--- src/rtl/adcc_pkg.sv ---
package adcc_pkg;

    ////////////////////////////////////////////////////////////////////////////
    // Register bus geometry
    localparam int unsigned ADCC_ADDR_W = 5;
    localparam int unsigned ADCC_DATA_W = 32;

    ////////////////////////////////////////////////////////////////////////////
    // Register byte offsets
    localparam logic [4:0] ADCC_OFS_CTRL    = 5'h00;
    localparam logic [4:0] ADCC_OFS_CLKSEL  = 5'h04;
    localparam logic [4:0] ADCC_OFS_PINCFG  = 5'h08;
    localparam logic [4:0] ADCC_OFS_RES_LO  = 5'h0c;
    localparam logic [4:0] ADCC_OFS_RES_HI  = 5'h10;
    localparam logic [4:0] ADCC_OFS_INTCTL  = 5'h14;
    localparam logic [4:0] ADCC_OFS_STATUS  = 5'h18;
    localparam logic [4:0] ADCC_OFS_MASK    = 5'h1c;

    ////////////////////////////////////////////////////////////////////////////
    // Field positions
    localparam int unsigned ADCC_CTRL_START = 7;
    localparam int unsigned ADCC_CTRL_PEND  = 6;
    localparam int unsigned ADCC_CTRL_BUSY  = 5;
    localparam int unsigned ADCC_CLK_PD     = 6;
    localparam int unsigned ADCC_CLK_UNDEF  = 5;
    localparam int unsigned ADCC_INT_GIE    = 0;
    localparam int unsigned ADCC_INT_CIE    = 1;
    localparam int unsigned ADCC_INT_FLAG   = 2;
    localparam int unsigned ADCC_STS_DONE   = 0;

    ////////////////////////////////////////////////////////////////////////////
    // Values after reset
    localparam logic [2:0] ADCC_CHAN_RST    = 3'h0;
    localparam logic [2:0] ADCC_CLKDIV_RST  = 3'h0;
    localparam logic       ADCC_PD_RST      = 1'b1;
    localparam logic [7:0] ADCC_PINCFG_RST  = 8'h00;
    localparam logic       ADCC_PEND_RST    = 1'b1;

    ////////////////////////////////////////////////////////////////////////////
    // Counts
    localparam logic [4:0] ADCC_CONV_PERIODS = 5'h10;
    localparam int unsigned ADCC_RATIO_W     = 6;

    ////////////////////////////////////////////////////////////////////////////
    // Types
    typedef enum logic [1:0] {
        ADCC_IDLE,
        ADCC_HOLD,
        ADCC_CONV
    } adcc_phase_e;

    typedef struct packed {
        logic [ADCC_RATIO_W-1:0] cnt;
        logic                    tick;
    } adcc_div_s;

    typedef struct packed {
        logic        ack;
        logic [31:0] rdata;
        logic        start;
        logic        pend;
        logic [2:0]  chan;
        logic [2:0]  clkdiv;
        logic        pd;
        logic [7:0]  pin_cfg;
        logic        gie;
        logic        cie;
        logic        sts;
        logic        msk;
        logic [11:0] result;
        logic [4:0]  periods;
        adcc_phase_e phase;
        logic [7:0]  oe;
        logic [7:0]  pu;
        logic        irq;
    } adcc_state_s;

    // Zero marks the undefined clock select codes
    function automatic logic [ADCC_RATIO_W-1:0] adcc_div_ratio(input logic [2:0] sel);
        logic [ADCC_RATIO_W-1:0] r;
        r = '0;
        case (sel)
            3'h0:    r = 6'h02;
            3'h1:    r = 6'h08;
            3'h2:    r = 6'h20;
            3'h4:    r = 6'h01;
            3'h5:    r = 6'h04;
            3'h6:    r = 6'h10;
            default: r = 6'h00;
        endcase
        return r;
    endfunction

endpackage

--- src/rtl/adcc_clkdiv.sv ---
`timescale 1ns/1ps
`default_nettype none

module adcc_clkdiv
    import adcc_pkg::*;
(
    // Clock and reset
    input  wire logic       clk,
    input  wire logic       arst_n,
    // Control
    input  wire logic       run,
    input  wire logic [2:0] sel,
    // Converter clock period strobe
    output logic            tick
);

    adcc_div_s q;
    adcc_div_s d;
    logic [ADCC_RATIO_W-1:0] ratio;

    always_comb begin
        ratio  = adcc_div_ratio(sel);
        d      = q;
        d.tick = 1'b0;
        if (!run || ratio == '0) begin
            // Undefined codes give no periods, so a conversion stalls
            d.cnt = '0;
        end else if (q.cnt + 6'h01 >= ratio) begin
            d.cnt  = '0;
            d.tick = 1'b1;
        end else begin
            d.cnt = q.cnt + 6'h01;
        end
    end

    always_ff @(posedge clk or negedge arst_n) begin
        if (!arst_n) begin
            q <= '0;
        end else begin
            q <= d;
        end
    end

    assign tick = q.tick;

endmodule

`default_nettype wire

--- src/rtl/adcc_top.sv ---
// The implementer's own choices: the register offsets and the Avalon-MM slave port.
`timescale 1ns/1ps
`default_nettype none

module adcc_top
    import adcc_pkg::*;
(
    // Clock and reset
    input  wire logic        clk,
    input  wire logic        arst_n,
    // Avalon-MM slave
    input  wire logic [4:0]  avs_address,
    input  wire logic        avs_read,
    input  wire logic        avs_write,
    input  wire logic [31:0] avs_writedata,
    input  wire logic [3:0]  avs_byteenable,
    output logic [31:0]      avs_readdata,
    output logic             avs_waitrequest,
    // Port pins shared with analog inputs
    input  wire logic [7:0]  port_dir_out,
    input  wire logic [7:0]  port_pullup_req,
    output logic [7:0]       port_drive_en,
    output logic [7:0]       port_pullup_en,
    output logic [7:0]       analog_pin_select,
    // Analog front end
    input  wire logic [11:0] conv_data,
    output logic [2:0]       channel_select,
    output logic             converter_enable,
    output logic             converter_hold,
    output logic             converter_sampling,
    // Processor side
    input  wire logic        return_stack_full,
    output logic             irq
);

    ////////////////////////////////////////////////////////////////////////////
    // State

    adcc_state_s q;
    adcc_state_s d;
    logic        period_tick;
    logic        req;
    logic        acc_wr;
    logic        acc_rd;
    logic        wr_lane0;
    logic        new_start;
    logic        undef_sel;

    adcc_clkdiv u_clkdiv (
        .clk    (clk),
        .arst_n (arst_n),
        .run    (q.phase == ADCC_CONV),
        .sel    (q.clkdiv),
        .tick   (period_tick)
    );

    ////////////////////////////////////////////////////////////////////////////
    // Next state

    always_comb begin
        d         = q;
        req       = (avs_read | avs_write) & ~q.ack;
        acc_wr    = avs_write & q.ack;
        acc_rd    = avs_read & q.ack;
        wr_lane0  = acc_wr & avs_byteenable[0];
        new_start = avs_writedata[ADCC_CTRL_START];
        undef_sel = (adcc_div_ratio(q.clkdiv) == '0);
        d.ack     = req;

        // Read data is fetched one cycle early so it stands at the accepting edge
        if (req && avs_read) begin
            d.rdata = '0;
            case (avs_address)
                ADCC_OFS_CTRL: begin
                    d.rdata[ADCC_CTRL_START] = q.start;
                    d.rdata[ADCC_CTRL_PEND]  = q.pend;
                    d.rdata[ADCC_CTRL_BUSY]  = (q.phase == ADCC_CONV);
                    d.rdata[2:0]             = q.chan;
                end
                ADCC_OFS_CLKSEL: begin
                    d.rdata[ADCC_CLK_PD]    = q.pd;
                    d.rdata[ADCC_CLK_UNDEF] = undef_sel;
                    d.rdata[2:0]            = q.clkdiv;
                end
                ADCC_OFS_PINCFG: begin
                    d.rdata[7:0] = q.pin_cfg;
                end
                ADCC_OFS_RES_LO: begin
                    d.rdata[7:0] = q.result[7:0];
                end
                ADCC_OFS_RES_HI: begin
                    d.rdata[3:0] = q.result[11:8];
                end
                ADCC_OFS_INTCTL: begin
                    d.rdata[ADCC_INT_GIE]  = q.gie;
                    d.rdata[ADCC_INT_CIE]  = q.cie;
                    d.rdata[ADCC_INT_FLAG] = q.sts;
                end
                ADCC_OFS_STATUS: begin
                    d.rdata[ADCC_STS_DONE] = q.sts;
                end
                ADCC_OFS_MASK: begin
                    d.rdata[ADCC_STS_DONE] = q.msk;
                end
                default: begin
                    d.rdata = '0;
                end
            endcase
        end

        // Register writes take effect at the accepting edge only
        if (wr_lane0) begin
            case (avs_address)
                ADCC_OFS_CTRL: begin
                    d.chan  = avs_writedata[2:0];
                    d.start = new_start;
                    if (new_start) begin
                        // High start keeps the converter parked in reset
                        d.phase   = ADCC_HOLD;
                        d.pend    = 1'b1;
                        d.periods = '0;
                    end else if (q.start && !q.pd) begin
                        // Falling edge ends the pulse and launches
                        d.phase   = ADCC_CONV;
                        d.pend    = 1'b1;
                        d.periods = '0;
                    end else if (q.start) begin
                        d.phase = ADCC_IDLE;
                    end
                end
                ADCC_OFS_CLKSEL: begin
                    d.clkdiv = avs_writedata[2:0];
                    d.pd     = avs_writedata[ADCC_CLK_PD];
                end
                ADCC_OFS_PINCFG: begin
                    d.pin_cfg = avs_writedata[7:0];
                end
                ADCC_OFS_INTCTL: begin
                    d.gie = avs_writedata[ADCC_INT_GIE];
                    d.cie = avs_writedata[ADCC_INT_CIE];
                end
                ADCC_OFS_MASK: begin
                    d.msk = avs_writedata[ADCC_STS_DONE];
                end
                default: begin
                end
            endcase
        end

        // Reading status clears the sticky flag
        if (acc_rd && avs_address == ADCC_OFS_STATUS) begin
            d.sts = 1'b0;
        end

        // Powering down abandons a running conversion; the flag stays high
        if (d.pd && d.phase == ADCC_CONV) begin
            d.phase = ADCC_IDLE;
        end

        // Conversion proceeds on its own; the bus never waits on it
        if (q.phase == ADCC_CONV && d.phase == ADCC_CONV && period_tick) begin
            if (q.periods == ADCC_CONV_PERIODS - 5'h01) begin
                d.phase   = ADCC_IDLE;
                d.periods = '0;
                d.pend    = 1'b0;
                d.result  = conv_data;
                // Set wins over a same-cycle read clear
                d.sts     = 1'b1;
            end else begin
                d.periods = q.periods + 5'h01;
            end
        end

        // Analog selection strips pull-up and output driver
        d.pu  = port_pullup_req & ~q.pin_cfg;
        d.oe  = port_dir_out & ~q.pin_cfg;

        // Polling the pending flag works with every enable off
        d.irq = q.sts & q.msk & q.gie & q.cie & ~return_stack_full;
    end

    ////////////////////////////////////////////////////////////////////////////
    // Registers

    always_ff @(posedge clk or negedge arst_n) begin
        if (!arst_n) begin
            q         <= '0;
            q.pend    <= ADCC_PEND_RST;
            q.chan    <= ADCC_CHAN_RST;
            q.clkdiv  <= ADCC_CLKDIV_RST;
            q.pd      <= ADCC_PD_RST;
            q.pin_cfg <= ADCC_PINCFG_RST;
            q.phase   <= ADCC_IDLE;
        end else begin
            q <= d;
        end
    end

    ////////////////////////////////////////////////////////////////////////////
    // Outputs

    assign avs_readdata       = q.rdata;
    assign avs_waitrequest    = (avs_read | avs_write) & ~q.ack;
    assign port_drive_en      = q.oe;
    assign port_pullup_en     = q.pu;
    assign analog_pin_select  = q.pin_cfg;
    assign channel_select     = q.chan;
    assign converter_enable   = ~q.pd;
    assign converter_hold     = (q.phase == ADCC_HOLD);
    assign converter_sampling = (q.phase == ADCC_CONV);
    assign irq                = q.irq;

endmodule

`default_nettype wire

--- config.mk ---
export PLATFORM = sky130hd
export DESIGN_NAME = adcc_top
export DESIGN_NICKNAME = d
export VERILOG_FILES = /design/src/rtl/adcc_pkg.sv /design/src/rtl/adcc_clkdiv.sv /design/src/rtl/adcc_top.sv
export SDC_FILE = /design/constraint.sdc
export NUM_CORES = 1
export LEC_CHECK = 0
export BUFFER_PORTS_ARGS = -buffer_cell sky130_fd_sc_hd__clkbuf_2
export CAP_MARGIN = 20
export CORE_ASPECT_RATIO = 1.5
export CORE_UTILIZATION = 45
export CTS_BUF_LIST = sky130_fd_sc_hd__clkbuf_16
export DETAILED_ROUTE_END_ITERATION = 7
export GPL_ROUTABILITY_DRIVEN = 0
export HOLD_SLACK_MARGIN = 0.08
export PLACE_DENSITY = 0.76
export SLEW_MARGIN = 20
export SYNTH_ARGS = -nofsm -noshare
export SYNTH_HDL_FRONTEND = slang
export SYNTH_SLANG_ARGS = --single-unit
--- constraint.sdc ---
create_clock -name clk -period 2.26 [get_ports clk]
set_clock_uncertainty 0.15 [all_clocks]
set_input_delay 0.226 -clock clk [delete_from_list [all_inputs] [get_ports clk]]
set_output_delay 0.226 -clock clk [all_outputs]
set_load 0.03 [all_outputs]
======== Word-level counts from Yosys, hierarchy flattened ========
Index checks and enable logic that the tools add are counted.
Widths: inputs -> output; s select.
storage, ports and cells
  register bits after elaboration ......... 73
  latch bits .............................. 0
  bits in writable memories ............... 0
  ROM bits ................................ 0
  input bits .............................. 74
  output and inout bits ................... 64
  word-level logic and storage cells ...... 110
  memories ................................ 0
cells by class
  add/sub/neg operators ................... 2
  $mul .................................... 0
  divide/modulo/power cells ............... 0
  $lt $le $gt $ge ......................... 1
  equality and inequality tests ........... 17
  shift-type cells ........................ 0
  muxes and demuxes ....................... 33
  bitwise gates (word level) .............. 15
  reductions and logical operators ........ 22
operator list
  operator             number
  $pmux 6 s6           1
  $mux 7               4
  $eq 5x5->1 const B   4
  $mux 18              1
  $and 8x8->8          2
  $eq 5x4->1 const B   3
  $mux 6               2
  $pmux 2 s6           1
  $reduce_and 2->1     6
  $mux 2               5
  $mux 5               2
  $eq 3x3->1 const B   3
  $mux 1               9
  $and 1x1->1          8
  $mux 4               2
  $mux 8               1
  $not 8->8            1
  $pmux 1 s8           1
  $pmux 2 s4           1
  $add 6x1->6 const B  1
  $eq 2x2->1 const B   3
  $ge 6x6->1           1
  $logic_and 1x1->1    6
  $logic_not 6->1      1
  16 further kinds     21

======== Longest topological paths before layout ========
  word-level depth ........................ 14
  depth in mapped cells ................... 8
  mapped depth without buffers ............ 8

======== Modules after synthesis ========
Synthesis repeated with hierarchy kept, for this count alone.
second synthesis, totals
  cells, all modules ...................... 358
  area, all modules ....................... 3931.3 um^2
by module, submodules not included
  module       times used  cells each  area an instance (um^2)  seq. area each (um^2)
  adcc_top     1           311         3437.0                   1654.1
  adcc_clkdiv  1           47          494.2                    175.2

======== Least setup slack after synthesis ========
OpenSTA, ideal clock, no wires.
  path type ............................... reg2reg
  start ................................... register q[17] (netlist bit)
  end ..................................... register q[29] (netlist bit)
  library setup time ...................... 125 ps
  arrival ................................. 2270 ps
  data required time ...................... 1985 ps
  path slack .............................. -285 ps
  cell stages (with the launch flop) ...... 7
  buffers on the path ..................... 1
  clock period less this slack ............ 2545 ps
  cell sequence ........................... dfrtp_1 nor2b_1 nand2_1 o32a_4 nor3_4 buf_12 mux2_4
on the way
  elaborated cells on any way between the ends .. 13
  classes of those cells .................. eq/ne (3); mux (6); reduce/logical (4)
RTL lines
  item                             line             RTL
  start: declaration               adcc_top.sv:39   adcc_state_s q;
  $eq 2x2->1                       --
  via converter_sampling           adcc_top.sv:30   output logic converter_sampling,
  $logic_and 1x1->1 (2 in series)  adcc_top.sv:161  if (q.phase == ADCC_CONV && d.phase == ADCC_CONV && period_tick) begin
  $reduce_and 2->1 (no line)       --
The timed path passes the listed nets, and every way through them passes these cells. The select of a mux whose other input is x is not followed.
A chain may end at the register's enable or synchronous reset.

======== Final worst setup path ========
  start ................................... input port avs_read
  end ..................................... output port avs_waitrequest
on the way
  longest elaborated chain between the ends .. 2
ends and longest elaborated chain
  item                line             RTL
  start: declaration  adcc_top.sv:13   input wire logic avs_read,
  $or 1x1->1          adcc_top.sv:203  assign avs_waitrequest = (avs_read | avs_write) & ~q.ack;
  $and 1x1->1         adcc_top.sv:203
  end: declaration    adcc_top.sv:18   output logic avs_waitrequest,
Every way passes these cells.

==> flow_metrics.py <==
metrics = {
    "logic_synthesis": {
        "synth-xor-area-share_pct": 0.8995,
        "synth_cell_types": 54,
        "synth_top_family_by_area": "simple AND/OR/NAND/NOR gates",
        "synth-compound-area-share_pct": 7.999,
        "syn_inst": 340,
        "syn_avg_cell_area_um2": 11.46,
        "synth_edf_count": 0,
        "ys.flop_type": "dfrtp_1",
        "muxShareOfSynthArea_pct": 12.59,
        "synth_top_area_share_pct": 45.62,
        "synth_fa_ha_area_share_pct": 2.570,
        "synth_simple_gate_area_share_pct": 14.97,
        "yosysWarnings": 0,
        "async_flop_share_pct": 100.0,
        "synth.area.top_cells": "dfrtp_1 (46%), buf_4 (11%), mux2_2 (7.5%), nor2b_1 (3.5%), mux2_4 (2.7%)",
        "synthesis.area_um2": 3895,
        "yosysTopAreaCell": "dfrtp_1",
        "seq_area_frac_synth_pct": 46.96,
        "ys_seq_elements": 73,
    },
    "clocking": {
        "tritoncts": "yes",
        "numClockSinks": 73,
        "cts-htree-levels": 3,
        "numCtsBuffers": 9,
        "root_buffer": "clkbuf_16",
        "clkTransAtPathRegs_ns": 0.05,
        "clkLatencyLatePin_ns": 0.34,
        "cts_buffer_depth": 2,
    },
    "global_route": {
        "antenna_found_initial": 0,
        "gr-total-overflow": 0,
        "grt_pass1_vias": 2915,
        "grt_max_degree": 46,
        "grt_usage_pct": 19.90,
        "grt_pass1_wl_mm": 13.51,
    },
    "power_and_ir_drop": {
        "p_int_w": 0.002570,
        "p_sw_share_pct": 26.37,
        "p_seq_share_pct": 41.6,
        "power.density_nw_per_um2": 702.0,
        "peakVddDrop_uv": 423.9,
        "combinationalPowerShare_pct": 16.0,
        "pwr-share-clk_pct": 42.5,
        "leakagePower_nw": 2.463,
        "switchingPower_w": 0.0009204,
    },
    "finish": {
        "mostFrequentLayoutCell": "clkbuf_2",
        "finish.net_count": 541,
        "diodes": 0,
        "final_cell_mix": "clkbuf_2 (84), dfrtp_1 (71), dlygate4sd3_1 (39), buf_4 (32), mux2_2 (26)",
        "nFillCells": 703,
        "syn_to_final_growth_pct": 27.66,
        "finalNonFillerCells": 571,
        "layout-drive-gt1-share_pct": 39.44,
        "post-route-util_pct": 59.10,
    },
    "critical_path": {
        "required_ns": 1.88,
        "criticalPathCategory": "in2out",
        "ff2ff_setup_slack_ns": 0.12,
        "crit_path_start_kind": "input port",
        "cp_max_fo": 3,
        "cp-end-kind": "output pin",
        "worstPathArrival_ns": 1.83,
    },
    "timing": {
        "hold_viol": 0,
        "slew_headroom_pct": 60.55,
        "finalCritPeriodShare_pct": 97.50,
        "hold_slack_ns": 0.1354,
        "slew_violations": 0,
        "finalCriticalPeriod_ns": 2.204,
        "setup_ws_ns": 0.05649,
        "report.final.setup_viol": 0,
        "fmax_mhz": 453.8,
        "worstMarginPinSlew_ns": 0.5918,
    },
    "detailed_routing": {
        "drt_wl_total_mm": 8.637,
        "via_count": 2849,
        "dr.pass1.iters": 6,
        "wl_per_cell_um": 15.13,
        "drc": 0,
        "ant_nets": 0,
        "vias_per_cell": 4.989,
        "drt_iter0_drc": 193,
    },
    "placement": {
        "place_ws_ns": -0.1626,
        "hpwlAfterDp_mm": 5.887,
        "dp.cells": 513,
        "portBuffers": 86,
    },
    "floorplanning": {
        "die_h_um": 115.9,
        "ioPinCount": 138,
        "die_x_um": 77.96,
        "initial_core_util_pct": 46.30,
        "die_area_um2": 9039,
        "coreArea_um2": 8413,
        "rows": 41,
    },
    "min_path": {
        "hold_class": "in2reg",
    },
    "job": {
        "max-cap-violations": 0,
    },
    "status": {
        "run_status": "completed",
    },
}
logic make-up after synthesis:
| family | count (synthesis) |
|---|---|
| other cells | 1 |
| compound gates | 43 |
| fa+ha+maj | 8 |
| simple gates | 97 |
| mux | 39 |
| xor+xnor | 4 |
| buf+inv | 75 |
| flops | 73 |
worst max-delay path, cell delays in order:
cell and delay, ns:
dlygate4sd3_1 0.52, clkbuf_2 0.14, nor2_1 0.04, dlygate4sd3_1 0.55, nor2_1 0.13, buf_2 0.22
layer usage:
metal | up-vias | track usage [%] | routed length, um
li1 | 1346 | - | -
met1 | 1386 | 21.68 | 3484
met2 | 93 | 35.87 | 4515
met3 | 24 | 3.780 | 317
met4 | 0 | 11.85 | 320
met5 | - | 0 | 0
path summary, 6_finish.rpt:
kind                                             end              from  cells after the start
worst max-delay path                 avs_waitrequest          avs_read                      6
worst min-delay path            analog_pin_select[7]  avs_writedata[7]                      3
worst max register to register         u_clkdiv.q[3]     u_clkdiv.q[1]                      8
worst min register to register                 q[55]             q[55]                      2
max in group asynchronous            avs_readdata[5]            arst_n                      3
min in group asynchronous            avs_readdata[7]            arst_n                      2
cells in the mapped netlist (all sizes together) (2+ instances only):
cell type,number
nor3b,2
a22oi,4
nand2b,2
mux2,33
nor4,2
or2,2
nor2,12
mux4,2
buf,63
a221oi,2
a211oi,5
mux2i,4
dfstp,2
nand3b,3
a21o,5
nor2b,22
nor3,5
o21ai,9
nand3,14
xor2,2
nand4b,2
xnor2,2
a32oi,2
a21oi,6
o211ai,3
dfrtp,71
inv,4
nand2,19
o41ai,2
and3,4
ha,8
clkbuf,8
or3,3
final cells by class:
type / count / area [um^2] / area share (%)
flip-flops and latches: 73 / 1829 / 36.79
clock buffers: 9 / 225.2 / 4.529
repair buffers: 156 / 1056 / 21.24
well taps: 107 / 133.9 / 2.692
inverters: 4 / 15.01 / 0.3020
clock inverters: 7 / 85.08 / 1.711
multi-input cells: 215 / 1628 / 32.74
timing repair:
action	CTS	global route
pin swaps	1	1
hold buffers	39	0
endpoints found under the setup margin	12	7
hold endpoints to repair	88	0
buffers inserted	3	0
gates resized for setup	0	3
state kept, by name, indices dropped and copies added, names as in the netlist:
register / flops
q: 30
analog_pin_select: 8
avs_readdata: 8
port_drive_en: 8
port_pullup_en: 8
u_clkdiv.q: 6
channel_select: 3
irq: 1
u_clkdiv.tick: 1
stage by stage:
| stage | total power (W) | setup TNS, ns | instance area (um^2) |
|---|---|---|---|
| 2_1_floorplan | 0.001879 | 0 | 3989 |
| 3_3_place_gp | 0.001959 | -1.129 | 4239 |
| 3_5_place_dp | 0.001973 | -1.407 | 4239 |
| 4_1_cts | 0.003512 | 0 | 4962 |
| 5_1_grt | 0.003612 | -0.01695 | 4972 |
| 6_report | 0.003490 | 0 | 4972 |
power groups by stage:
stage | Clock, W | Sequential, W | Combinational, W
after global routing | 0.00155 | 0.00146 | 0.000600
after floorplan | 0 | 0.00145 | 0.000425
after detailed placement | 0 | 0.00147 | 0.000500
after global placement | 0 | 0.00147 | 0.000491
after CTS | 0.00151 | 0.00145 | 0.000556
final | 0.00148 | 0.00145 | 0.000557
Note: power is estimated with default switching activity, not from simulation.
